`src/hw/asq_cfg.svh`:
```
// Purpose: constants for the converter sample sequencer
// Assumes: included by bare name from hw/
// Notes: definitions only
`ifndef ASQ_CFG_SVH
`define ASQ_CFG_SVH
// ----------------------------------------------------------------
// sizes
// ----------------------------------------------------------------
`define ASQ_NSEQ 4
`define ASQ_FIFO_DEPTH 8
`define ASQ_SAMPLE_W 12
`define ASQ_DEPTH0 4'h8
`define ASQ_DEPTH1 4'h4
`define ASQ_DEPTH2 4'h4
`define ASQ_DEPTH3 4'h1
`define ASQ_MAX_AVG 3'h6
// ----------------------------------------------------------------
// trigger source codes
// ----------------------------------------------------------------
`define ASQ_TRIG_PROC 2'h0
`define ASQ_TRIG_EXT 2'h1
`define ASQ_TRIG_TIMER 2'h2
`define ASQ_TRIG_ALWAYS 2'h3
// ----------------------------------------------------------------
// step word fields
// ----------------------------------------------------------------
`define ASQ_STEP_W 7
`define ASQ_F_CHAN_LSB 0
`define ASQ_F_DIFF 3
`define ASQ_F_TEMP 4
`define ASQ_F_LAST 5
`define ASQ_F_IRQ 6
`endif

```
`src/hw/asq_pkg.sv`:
```
// Purpose: shared types for the converter sample sequencer
// Assumes: nothing
// Notes: constants live in asq_cfg.svh
package asq_pkg;
  typedef enum logic [1:0] {ST_IDLE, ST_START, ST_WAIT} asq_state_t;
endpackage : asq_pkg

```
`src/hw/asq_sequencer.sv`:
```
// Purpose: four-sequence converter control with arbiter, averaging and fifos
// Assumes: converter core answers each conv_start with one conv_done pulse
// Notes: all control bits are plain ports; ext_trig_pin is asynchronous
//
// Summary of operation
// - each conversion picks one of eight channels or the temperature sensor
// - four sequencers, each launched by its own selected trigger
// - sequencer depths are eight, four, four and one steps
// - every step chooses its own input freely
// - arbiter grants the pending sequencer with the best priority
// - averaging factors 2x to 64x, conversions per result scale likewise
// - a result is the mean of consecutive conversions of one input
// - one averaging setting serves all sequencers
// - averaging factor zero delivers every conversion unaveraged
// - averaging uses no steps or fifo slots; one entry per step
// - sequencer interrupt stays low after clear until a new event
// - each sequencer interrupt has its own mask bit
// - opening a mask clears stale pending status first
// - raw and masked interrupt status both reported
// - processor trigger acts only when the source is processor
// - priority 0 highest to 3 lowest, unique per sequencer
// - sources are processor, external pin, timer and always
// - trigger with unread results sets sticky overflow until cleared
// - step holds channel, differential, temperature, last and interrupt bits
`timescale 1ns/1ps
`default_nettype none
`include "asq_cfg.svh"
module asq_sequencer #(
  parameter int SAMPLE_W = `ASQ_SAMPLE_W
) (
  input wire logic ref_clk,
  input wire logic rst_n,
  input wire logic [3:0] seq_enable,
  input wire logic [7:0] trig_source,
  input wire logic [7:0] sequencer_priority,
  input wire logic [3:0] proc_trigger,
  input wire logic ext_trig_pin,
  input wire logic timer_event,
  input wire logic [2:0] averaging_factor,
  input wire logic cfg_wr,
  input wire logic [1:0] cfg_seq,
  input wire logic [2:0] cfg_step,
  input wire logic [2:0] cfg_chan,
  input wire logic differential_select,
  input wire logic temp_sensor_select,
  input wire logic last_step_flag,
  input wire logic step_irq_flag,
  output logic conv_start,
  output logic [2:0] conv_chan,
  output logic conv_diff,
  output logic conv_temp,
  input wire logic conv_done,
  input wire logic [SAMPLE_W-1:0] conv_data,
  input wire logic rd_req,
  input wire logic [1:0] rd_seq,
  output logic [SAMPLE_W-1:0] rd_data,
  output logic rd_valid,
  output logic [15:0] fifo_count,
  output logic [3:0] overflow,
  input wire logic [3:0] ovf_clear,
  input wire logic [3:0] irq_mask,
  input wire logic [3:0] irq_clear,
  input wire logic masked_view_select,
  output logic [3:0] irq_raw,
  output logic [3:0] irq_masked,
  output logic [3:0] irq_view,
  output logic irq_out
);
  localparam int ACC_W = SAMPLE_W + 6;

  function automatic logic [3:0] seq_depth(input logic [1:0] s);
    case (s)
      2'h0: seq_depth = `ASQ_DEPTH0;
      2'h1: seq_depth = `ASQ_DEPTH1;
      2'h2: seq_depth = `ASQ_DEPTH2;
      default: seq_depth = `ASQ_DEPTH3;
    endcase
  endfunction : seq_depth

  function automatic logic [1:0] prio_of(input logic [7:0] p, input logic [1:0] s);
    prio_of = p[2*s +: 2];
  endfunction : prio_of

  // ----------------------------------------------------------------
  // state
  // ----------------------------------------------------------------
  asq_pkg::asq_state_t state;
  logic [`ASQ_STEP_W-1:0] step_cfg [4][8];
  logic [3:0] pending;
  logic [1:0] cur_seq;
  logic [2:0] cur_step;
  logic [5:0] avg_cnt;
  logic [ACC_W-1:0] acc;
  logic push_v;
  logic push_irq;
  logic [1:0] push_seq;
  logic [SAMPLE_W-1:0] push_val;
  logic [2:0] wptr [4];
  logic [2:0] rptr [4];
  logic [3:0] cnt [4];
  logic [3:0] mask_q;
  logic ext_meta, ext_sync, ext_prev;
  logic [3:0] hit;
  logic [3:0] next_irq_raw;
  logic [1:0] win;
  logic [2:0] fac;
  logic [ACC_W-1:0] acc_sum;
  logic [`ASQ_STEP_W-1:0] cur_cfg;
  logic pop;
  logic [3:0] push_full;

  // ----------------------------------------------------------------
  // triggers and arbitration
  // ----------------------------------------------------------------
  // pin crosses two flops before the edge detector looks at it
  always_ff @(posedge ref_clk or negedge rst_n) begin
    if (!rst_n) begin
      ext_meta <= 1'b0;
      ext_sync <= 1'b0;
      ext_prev <= 1'b0;
    end else begin
      ext_meta <= ext_trig_pin;
      ext_sync <= ext_meta;
      ext_prev <= ext_sync;
    end
  end

  // each sequencer listens only to the source it selects
  always_comb begin
    for (int i = 0; i < 4; i++) begin
      case (trig_source[2*i +: 2])
        `ASQ_TRIG_PROC: hit[i] = proc_trigger[i];
        `ASQ_TRIG_EXT: hit[i] = ext_sync & ~ext_prev;
        `ASQ_TRIG_TIMER: hit[i] = timer_event;
        default: hit[i] = 1'b1; // always source fires every cycle
      endcase
    end
  end

  // best priority wins; ties are software's fault, lowest index then
  always_comb begin
    win = 2'h0;
    for (int i = 3; i >= 0; i--) begin
      if (pending[i] && (!pending[win] ||
          prio_of(sequencer_priority, 2'(i)) <= prio_of(sequencer_priority, win))) begin
        win = 2'(i);
      end
    end
  end

  // set beats the clear of a grant; disabling drops what waits
  always_ff @(posedge ref_clk or negedge rst_n) begin
    if (!rst_n) begin
      pending <= 4'h0;
    end else begin
      pending <= ((pending & ~((state == asq_pkg::ST_IDLE && pending != 4'h0) ?
                   4'(1 << win) : 4'h0)) | hit) & seq_enable;
    end
  end

  // ----------------------------------------------------------------
  // step table
  // ----------------------------------------------------------------
  // writes beyond a sequencer's depth are discarded
  always_ff @(posedge ref_clk or negedge rst_n) begin
    if (!rst_n) begin
      for (int s = 0; s < 4; s++) begin
        for (int t = 0; t < 8; t++) begin
          step_cfg[s][t] <= '0;
        end
      end
    end else if (cfg_wr && {1'b0, cfg_step} < seq_depth(cfg_seq)) begin
      step_cfg[cfg_seq][cfg_step] <= {step_irq_flag, last_step_flag, temp_sensor_select,
                                      differential_select, cfg_chan};
    end
  end

  // ----------------------------------------------------------------
  // conversion sequencing and averaging
  // ----------------------------------------------------------------
  assign fac = (averaging_factor > `ASQ_MAX_AVG) ? `ASQ_MAX_AVG : averaging_factor;
  assign acc_sum = acc + ACC_W'(conv_data);
  assign cur_cfg = step_cfg[cur_seq][cur_step];

  // averaging re-converts the same step, so throughput drops by the factor
  always_ff @(posedge ref_clk or negedge rst_n) begin
    if (!rst_n) begin
      state <= asq_pkg::ST_IDLE;
      cur_seq <= 2'h0;
      cur_step <= 3'h0;
      avg_cnt <= 6'h0;
      acc <= '0;
      conv_start <= 1'b0;
      conv_chan <= 3'h0;
      conv_diff <= 1'b0;
      conv_temp <= 1'b0;
      push_v <= 1'b0;
      push_irq <= 1'b0;
      push_seq <= 2'h0;
      push_val <= '0;
    end else begin
      conv_start <= 1'b0;
      push_v <= 1'b0;
      case (state)
        asq_pkg::ST_IDLE: begin
          if (pending != 4'h0) begin
            cur_seq <= win;
            cur_step <= 3'h0;
            avg_cnt <= 6'h0;
            acc <= '0;
            state <= asq_pkg::ST_START;
          end
        end
        asq_pkg::ST_START: begin
          conv_start <= 1'b1;
          conv_chan <= cur_cfg[`ASQ_F_CHAN_LSB +: 3];
          conv_diff <= cur_cfg[`ASQ_F_DIFF];
          conv_temp <= cur_cfg[`ASQ_F_TEMP];
          state <= asq_pkg::ST_WAIT;
        end
        asq_pkg::ST_WAIT: begin
          if (conv_done) begin
            if (avg_cnt == 6'((7'h01 << fac) - 7'h01)) begin
              push_v <= 1'b1;
              push_seq <= cur_seq;
              push_val <= SAMPLE_W'(acc_sum >> fac);
              push_irq <= cur_cfg[`ASQ_F_IRQ];
              avg_cnt <= 6'h0;
              acc <= '0;
              if (cur_cfg[`ASQ_F_LAST] || {1'b0, cur_step} == seq_depth(cur_seq) - 4'h1) begin
                state <= asq_pkg::ST_IDLE;
              end else begin
                cur_step <= cur_step + 3'h1;
                state <= asq_pkg::ST_START;
              end
            end else begin
              avg_cnt <= avg_cnt + 6'h1;
              acc <= acc_sum;
              state <= asq_pkg::ST_START;
            end
          end
        end
        default: state <= asq_pkg::ST_IDLE;
      endcase
    end
  end

  // ----------------------------------------------------------------
  // fifos
  // ----------------------------------------------------------------
  assign pop = rd_req && cnt[rd_seq] != 4'h0;
  always_comb begin
    for (int i = 0; i < 4; i++) begin
      push_full[i] = push_v && push_seq == 2'(i) && cnt[i] == 4'(`ASQ_FIFO_DEPTH);
    end
  end

  asq_fifo_mem #(.WIDTH(SAMPLE_W), .AW(5)) u_mem (
    .ref_clk(ref_clk),
    .wr_en(push_v && !push_full[push_seq]),
    .wr_addr({push_seq, wptr[push_seq]}),
    .wr_data(push_val),
    .rd_en(pop),
    .rd_addr({rd_seq, rptr[rd_seq]}),
    .rd_data(rd_data)
  );

  // a full fifo drops the new result and flags overflow
  always_ff @(posedge ref_clk or negedge rst_n) begin
    if (!rst_n) begin
      for (int i = 0; i < 4; i++) begin
        wptr[i] <= 3'h0;
        rptr[i] <= 3'h0;
        cnt[i] <= 4'h0;
      end
      rd_valid <= 1'b0;
    end else begin
      rd_valid <= pop;
      for (int i = 0; i < 4; i++) begin
        if (push_v && push_seq == 2'(i) && !push_full[i]) begin
          wptr[i] <= wptr[i] + 3'h1;
        end
        if (pop && rd_seq == 2'(i)) begin
          rptr[i] <= rptr[i] + 3'h1;
        end
        cnt[i] <= cnt[i] + 4'(push_v && push_seq == 2'(i) && !push_full[i])
                  - 4'(pop && rd_seq == 2'(i));
      end
    end
  end

  assign fifo_count = {cnt[3], cnt[2], cnt[1], cnt[0]};

  // a new trigger while results wait unread means lost data
  always_ff @(posedge ref_clk or negedge rst_n) begin
    if (!rst_n) begin
      overflow <= 4'h0;
    end else begin
      for (int i = 0; i < 4; i++) begin
        overflow[i] <= (overflow[i] & ~ovf_clear[i]) |
                       (hit[i] & seq_enable[i] & (cnt[i] != 4'h0)) | push_full[i];
      end
    end
  end

  // ----------------------------------------------------------------
  // interrupt status
  // ----------------------------------------------------------------
  // step events win over a clear or a mask opening in the same cycle
  always_comb begin
    next_irq_raw = irq_raw & ~irq_clear & ~(irq_mask & ~mask_q);
    if (push_v && push_irq) begin
      next_irq_raw[push_seq] = 1'b1;
    end
  end

  always_ff @(posedge ref_clk or negedge rst_n) begin
    if (!rst_n) begin
      mask_q <= 4'h0;
      irq_raw <= 4'h0;
      irq_masked <= 4'h0;
      irq_view <= 4'h0;
      irq_out <= 1'b0;
    end else begin
      mask_q <= irq_mask;
      irq_raw <= next_irq_raw;
      irq_masked <= next_irq_raw & irq_mask;
      irq_view <= masked_view_select ? (next_irq_raw & irq_mask) : next_irq_raw;
      irq_out <= |(next_irq_raw & irq_mask);
    end
  end

  // ----------------------------------------------------------------
  // checks
  // ----------------------------------------------------------------
  a_conv_pulse: assert property (@(posedge ref_clk) disable iff (!rst_n)
    conv_start |=> !conv_start ##1 !conv_start) else $error("conv_start not a pulse");
  a_step_bound: assert property (@(posedge ref_clk) disable iff (!rst_n)
    state != asq_pkg::ST_IDLE |-> {1'b0, cur_step} < seq_depth(cur_seq))
    else $error("step beyond sequencer depth");
  a_grant_best: assert property (@(posedge ref_clk) disable iff (!rst_n)
    (state == asq_pkg::ST_IDLE && pending != 4'h0) |=>
    (cur_seq == $past(win) && state == asq_pkg::ST_START)) else $error("wrong grant");
  a_busy_hold: assert property (@(posedge ref_clk) disable iff (!rst_n)
    (state == asq_pkg::ST_WAIT && !conv_done) |=> $stable(cur_seq) && $stable(cur_step))
    else $error("sequence preempted");
  a_disabled_drop: assert property (@(posedge ref_clk) disable iff (!rst_n)
    1 |=> ((pending & ~$past(seq_enable)) == 4'h0)) else $error("disabled pending");
  a_avg_off: assert property (@(posedge ref_clk) disable iff (!rst_n)
    (state == asq_pkg::ST_WAIT && conv_done && averaging_factor == 3'h0) |=>
    push_v && push_val == $past(conv_data)) else $error("unaveraged result missing");
  a_ovf_sticky: assert property (@(posedge ref_clk) disable iff (!rst_n)
    1 |=> ((($past(overflow) & ~$past(ovf_clear)) & ~overflow) == 4'h0))
    else $error("overflow lost without clear");
  a_mask_view: assert property (@(posedge ref_clk) disable iff (!rst_n)
    1 |=> irq_masked == (irq_raw & $past(irq_mask))) else $error("masked status wrong");
  a_mask_clears: assert property (@(posedge ref_clk) disable iff (!rst_n)
    ((irq_mask & ~mask_q) != 4'h0 && !push_v) |=>
    ((irq_raw & $past(irq_mask & ~mask_q)) == 4'h0)) else $error("stale irq forwarded");
  a_fifo_cap: assert property (@(posedge ref_clk) disable iff (!rst_n)
    cnt[0] <= 4'h8 && cnt[1] <= 4'h8 && cnt[2] <= 4'h8 && cnt[3] <= 4'h8)
    else $error("fifo count exceeds depth");
endmodule : asq_sequencer
`default_nettype wire

```
`src/hw/asq_fifo_mem.sv`:
```
// Purpose: sample storage shared by the four sequence fifos
// Assumes: one write and one read per cycle
// Notes: read data is registered
`timescale 1ns/1ps
`default_nettype none
module asq_fifo_mem #(
  parameter int WIDTH = 12,
  parameter int AW = 5
) (
  input wire logic ref_clk,
  input wire logic wr_en,
  input wire logic [AW-1:0] wr_addr,
  input wire logic [WIDTH-1:0] wr_data,
  input wire logic rd_en,
  input wire logic [AW-1:0] rd_addr,
  output logic [WIDTH-1:0] rd_data
);
  logic [WIDTH-1:0] mem [2**AW];

  // no reset on the array keeps it mappable to ram
  always_ff @(posedge ref_clk) begin
    if (wr_en) begin
      mem[wr_addr] <= wr_data;
    end
    if (rd_en) begin
      rd_data <= mem[rd_addr];
    end
  end
endmodule : asq_fifo_mem
`default_nettype wire

```
`config.mk`:
```
export PLATFORM = sky130hd
export DESIGN_NAME = asq_sequencer
export DESIGN_NICKNAME = d
export VERILOG_FILES = /design/src/hw/asq_pkg.sv /design/src/hw/asq_sequencer.sv /design/src/hw/asq_fifo_mem.sv
export VERILOG_INCLUDE_DIRS = /design/src /design/src/hw
export SDC_FILE = /design/constraint.sdc
export NUM_CORES = 1
export LEC_CHECK = 0
export ABC_AREA = 0
export ABC_CLOCK_PERIOD_IN_PS = 6000
export BUFFER_PORTS_ARGS = -buffer_cell sky130_fd_sc_hd__buf_2
export CAP_MARGIN = 5
export CORE_UTILIZATION = 45
export DETAILED_ROUTE_END_ITERATION = 8
export GPL_ROUTABILITY_DRIVEN = 0
export GPL_TIMING_DRIVEN = 0
export PLACE_DENSITY = 0.64
export RECOVER_POWER = 100
export SLEW_MARGIN = 20
export SYNTH_ARGS = -nofsm -noshare
export SYNTH_HDL_FRONTEND = slang
export SYNTH_HIERARCHICAL = 1
export SYNTH_SLANG_ARGS = --single-unit
```
`constraint.sdc`:
```
create_clock -name ref_clk -period 6 [get_ports ref_clk]
set_input_delay 1.5 -clock ref_clk [delete_from_list [all_inputs] [get_ports ref_clk]]
set_output_delay 1.5 -clock ref_clk [all_outputs]
set_load 0.03 [all_outputs]
```
**Word-level counts from Yosys, hierarchy flattened**

Memories as Yosys holds them, arrays and structs flattened. A register that Yosys moved wholly into a read port is not among the register bits.
Index checks and enable logic that the tools add are counted.

- Register bits: 346
- Bits in writable memories: 384
- Memories: 1

- Add/sub/neg operators: 21
- Order comparisons: 19
- Equal/unequal tests: 30
- Shift operators: 6
- Muxes and demuxes: 71
- Bitwise operators: 44
- Reductions and logical operators: 66

Memories:

| memory | words | width | read ports | clocked after memory_dff | write ports | line | RTL |
|---|---|---|---|---|---|---|---|
| u_mem.mem | 32 | 12 | 1 | 1 | 1 | asq_fifo_mem.sv:18 | `logic [WIDTH-1:0] mem [2**AW];` |

Operators with widths:

| kind | number |
|---|---|
| $bwmux 224 | 1 |
| $mux 56 | 3 |
| $bmux 56 s2 | 1 |
| $demux 56 s2 | 1 |
| $mux 18 | 3 |
| $pmux 18 s2 | 1 |
| $mux 4 | 8 |
| $logic_and 1x1->1 | 28 |
| $add 3x1->3 const B | 9 |
| $mux 3 | 9 |
| $and 4x4->4 | 6 |
| $reduce_bool 4->1 | 6 |
| $shiftx 8x4->2 | 3 |
| $eq 2x2->1 const B | 11 |
| $bmux 7 s3 | 1 |
| $demux 7 s3 | 1 |
| $mux 7 | 3 |
| $add 18x12->18 | 1 |
| $eq 2x1->1 const B | 9 |
| $logic_not 2->1 | 9 |
| $mux 6 | 3 |
| $shr 18x3->12 | 1 |
| $add 4x1->4 | 4 |
| $eq 4x4->1 const B | 4 |
| other kinds (45) | 131 |

**Depth between registers and ports, before layout**

- Word-level depth: 28
- Depth in mapped cells: 26
- Mapped depth without buffers: 26

**Modules after synthesis**

The synthesis kept the hierarchy.

By module, submodules not included:

| module | times used | cells each | area an instance (µm²) | seq. area each (µm²) |
|---|---|---|---|---|
| asq_sequencer | 1 | 1403 | 17553.1 | 8658.3 |
| asq_fifo_mem | 1 | 868 | 15588.7 | 11891.4 |

**Least setup slack after synthesis**

Ideal clock, no wire load.

- Kind: input-to-reg
- Start: input sequencer_priority[1]
- End: register pending[2]
- Setup time: 0.135 ns
- Arrival time: 5.482 ns
- Required time: 5.865 ns
- Slack: 0.383 ns
- Stages on the path: 24
- Buffers on the path: 0
- Cells stage by stage: inv_1 -> ha_1 -> nand2_1 -> nand2_1 -> o21ai_1 -> mux2i_1 -> ha_1 -> nand2_1 -> o21ai_0 -> o21ai_0 -> inv_1 -> a21oi_1 -> ha_1 -> nand2_1 -> nand2_1 -> o21ai_1 -> mux2_2 -> ha_1 -> nor2b_1 -> o21ai_0 -> nand2_1 -> nand3_1 -> o31ai_1 -> a21boi_0

- Cells in the longest elaborated chain, start to end: 28
- Elaborated cells between the ends (all ways): 34
- Classes of those cells: order compare: 4; shift: 4; mux: 11; bitwise: 4; reduce/logical: 11

RTL lines:

| what | line | RTL |
|---|---|---|
| from (decl) | asq_sequencer.sv:35 | `input wire logic [7:0] sequencer_priority,` |
| parallel branches: the longest is 21 deep, another holds $le 2x2->1 | -- |  |
| $mux 2 * | asq_sequencer.sv:144 | `if (pending[i] && (!pending[win] \|\|` |
| $shl 1x2->4 * | asq_sequencer.sv:157 | `4'(1 << win) : 4'h0)) \| hit) & seq_enable;` |
| $mux 4 * | asq_sequencer.sv:156 | `pending <= ((pending & ~((state == asq_pkg::ST_IDLE && pending != 4'h0) ?` |
| $not 4->4 * | asq_sequencer.sv:156 |  |
| $and 4x4->4 * | asq_sequencer.sv:156 |  |
| $or 4x4->4 * | asq_sequencer.sv:157 |  |
| $and 4x4->4 * | asq_sequencer.sv:157 |  |
| to (signal assigned) | asq_sequencer.sv:156 |  |
| to (decl) | asq_sequencer.sv:89 | `logic [3:0] pending;` |

Every way passes the cells marked *. The select of a mux whose other input is x is not followed.
A chain may end at the register's enable or synchronous reset.

**Worst setup path in the final report**

- Start: input sequencer_priority[6]
- End: register pending[3]

Same word-level chain as after synthesis.

==> flow_summary.yaml <==
yosys:
  synth.top_cell.area_share_pct: 35.9
  synth_edf_count: 396
  yosys-top-cells-area: "edfxtp_1 36%, dfrtp_1 26%, mux2_2 8.2%"
  avgSynthCellArea_um2: 14.6
  syn_area_um2: 33100
  yosys_warnings: 6
  ys_types: 67
  ys_seq_elements: 742
  ys_seq_area_share_pct: 62.0
  synth_top_cell_by_area: "edfxtp_1"
  async_flop_share_pct: 46.6
  synth_common_cells: "396 x edfxtp_1, 346 x dfrtp_1, 241 x mux2_2, 208 x mux2i_1, 155 x nand2_1"
  yosysMostFrequentCell: "edfxtp_1"
  synth_fp_nets: 2410
  synthCells: 2271
  synthFlopType: "edfxtp_1"
clock_tree:
  clock_sinks: 742
  root_buffer: "clkbuf_16"
  clk_latency_ns: 0.65
  hold_buffers: 0
  clkSlewWorstSetupHoldPaths_ns: 0.06
  clock_path_buffers: 3
  cts_buffers: 79
  cts_tree: "done"
  cts_max_level: 3
timing:
  maxSlewHeadroom_pct: -204
  max_slew.worst_pin.slew_ns: 4.56
  finalHoldViolations: 0
  setup_viol: 0
  fmax_mhz: 170
  slew_viol_final: 115
  finalCritPeriodShare_pct: 98.1
  finalClockSkew_ns: 0.0353
  finalCriticalPeriod_ns: 5.88
power:
  p_per_area_nw_per_um2: 445
  leakage_uw: 0.0152
  ir_worst_vdd_v: 0.000300
grt:
  antenna_found_initial: 4
  first_global_vias: 20758
  grt_max_degree: 101
  grtUsageMet2_pct: 38.3
  grt_use_met1_pct: 29.2
  use_met3_pct: 3.55
  top_usage_layer: "met2"
  grt_use_total_pct: 22.5
  overflow: 0
  grt_pass1_wl_mm: 126
floorplan:
  rows: 99
  die_y_um: 273
  die_area_um2: 74700
  die_x_um: 273
  start_util_pct: 45.4
  core_um2: 73000
  io_pins: 125
cells_and_area:
  nNetsFinal: 2615
  drive_gt1_share_pct: 22.0
  stdcell_area_um2: 37600
  utilization_pct: 51.6
  area_growth_pct: 13.6
  n_fill_cell: 6130
worst_setup_path:
  rrSetupSlack_ns: 1.04
  cp-end-kind: "flop"
  cp.arrival_ns: 6.40
  rr_worst_depth: 21
  endpoint: "pending[3]"
  worstPathRequired_ns: 6.51
  startpoint: "sequencer_priority[6]"
  rr_endpoint: "pending[3]"
  critPathLaunchType: "input pin"
  crit_fanout: 7
  critical_path_class: "in2reg"
  r2r-start: "pending[0]"
status:
  failed_checks: "max-capacitance violations, max-slew violations"
  status: "complete, but fails checks"
routing:
  drc: 0
  dr.pass1.iters: 5
  first_iter_violations: 1594
  antenna_left: 0
  avgRoutedWirePerCell_um: 23.7
  vias: 19963
  wl_mm: 83.1
  vias_per_cell: 5.70
place:
  place_area_um2: 35100
  hpwl_mm: 56.6
  portBuffers: 121
run:
  cap_viol_max_count: 2
worst_hold_path:
  hold_class: "reg2reg"
==> layer usage <==
metal / share of wire, % / vias up
met1: 41 / 10318
met4: 3.1 / 2
li1: - / 8938
met2: 50 / 557
met3: 5.3 / 148
met5: 0.013 / -
==> worst max-delay path, cell delays in order <==
cell	delay (ns)
buf_2	0.15
inv_1	0.08
ha_1	0.27
nand2_1	0.06
nand2_1	0.06
o21ai_2	0.30
mux2i_1	0.35
ha_1	0.29
nand2_1	0.05
o21ai_0	0.07
o21ai_1	0.31
inv_1	0.11
a21oi_1	0.21
ha_1	0.26
nand2_1	0.07
nand2_1	0.07
o21ai_2	0.26
mux2_2	0.39
ha_1	0.28
nor2b_1	0.13
o21ai_0	0.22
nand2_1	0.13
nand3_1	0.19
o21ai_0	0.21
a21boi_1	0.34
==> area by class of cell <==
| class | count | area [um^2] | area share (%) |
|---|---|---|---|
| clock inverter | 36 | 474 | 1.26 |
| inverter | 78 | 293 | 0.778 |
| sequential | 742 | 20500 | 54.6 |
| antenna | 3 | 7.51 | 0.0199 |
| clock buffer | 111 | 2240 | 5.95 |
| buffer | 122 | 713 | 1.89 |
| multi-input combinational | 1329 | 11600 | 30.8 |
| tap | 959 | 1200 | 3.19 |
| timing repair buffer | 124 | 583 | 1.55 |
==> stage by stage <==
step	hold WS [ns]	power [uW]	TNS (ns)	instances	setup slack, ns
floorplan	0.331	10200	0	2271	0.383
global placement	0.341	11700	-1080.93	3351	-3.18
detailed placement	0.350	11800	-3.70	3354	-0.851
CTS	0.359	16900	0	3501	0.0112
global route	0.363	17500	-0.113	3503	-0.0587
finish	0.357	16800	0	3504	0.116
==> flip-flops by register name, summed over array words and instances (netlist names), 6 cells and up <==
signal / cells
acc: 18
avg_cnt: 6
fifo_count: 16
push_val: 12
rptr: 12
step_cfg: 224
u_mem/mem: 384
u_mem/rd_data: 12
wptr: 12
==> power by group <==
group,internal [uW],switching (uW)
registers,6150,666
clock network,3010,2040
logic,2080,2810
total,11200,5520
==> cell usage in the layout (no fill, tap or decap), drive strengths merged, types with 78 or more instances in the layout <==
cell / n
mux2: 241
mux4: 78
nor2: 88
inv: 82
mux2i: 208
edfxtp: 396
buf: 108
nand2: 155
clkbuf: 249
dfrtp: 346
==> kinds of logic after synthesis <==
kind of cell	after synthesis	share of synthesized area, %
buffers and inverters	200	3.04
XOR/XNOR	45	1.19
adder cells (fa/ha/maj)	66	2.60
AND/OR/NAND/NOR	396	5.53
flip-flops	742	62.0
AO/OA/AOI/OAI	295	5.84
multiplexers	527	19.8
==> repair_timing <==
action / CTS / global route
hold endpoints to repair: 0 / 0
gates resized for setup: 2 / 5
setup buffers: 0 / 0
endpoints found under the setup margin: 4 / 4
pin swaps: 0 / 0
cloned: 0 / 0
==> worst min path at each step <==
stage,end,from,slack [ns],cells past startpoint
after global routing,ext_sync,ext_meta,0.36,0
after detailed placement,ext_sync,ext_meta,0.35,0
after CTS,ext_sync,ext_meta,0.36,0
final,ext_sync,ext_meta,0.36,0
after floorplan,ext_sync,ext_meta,0.33,0
after global placement,ext_sync,ext_meta,0.34,0
Power figures use the tool's default switching activity.
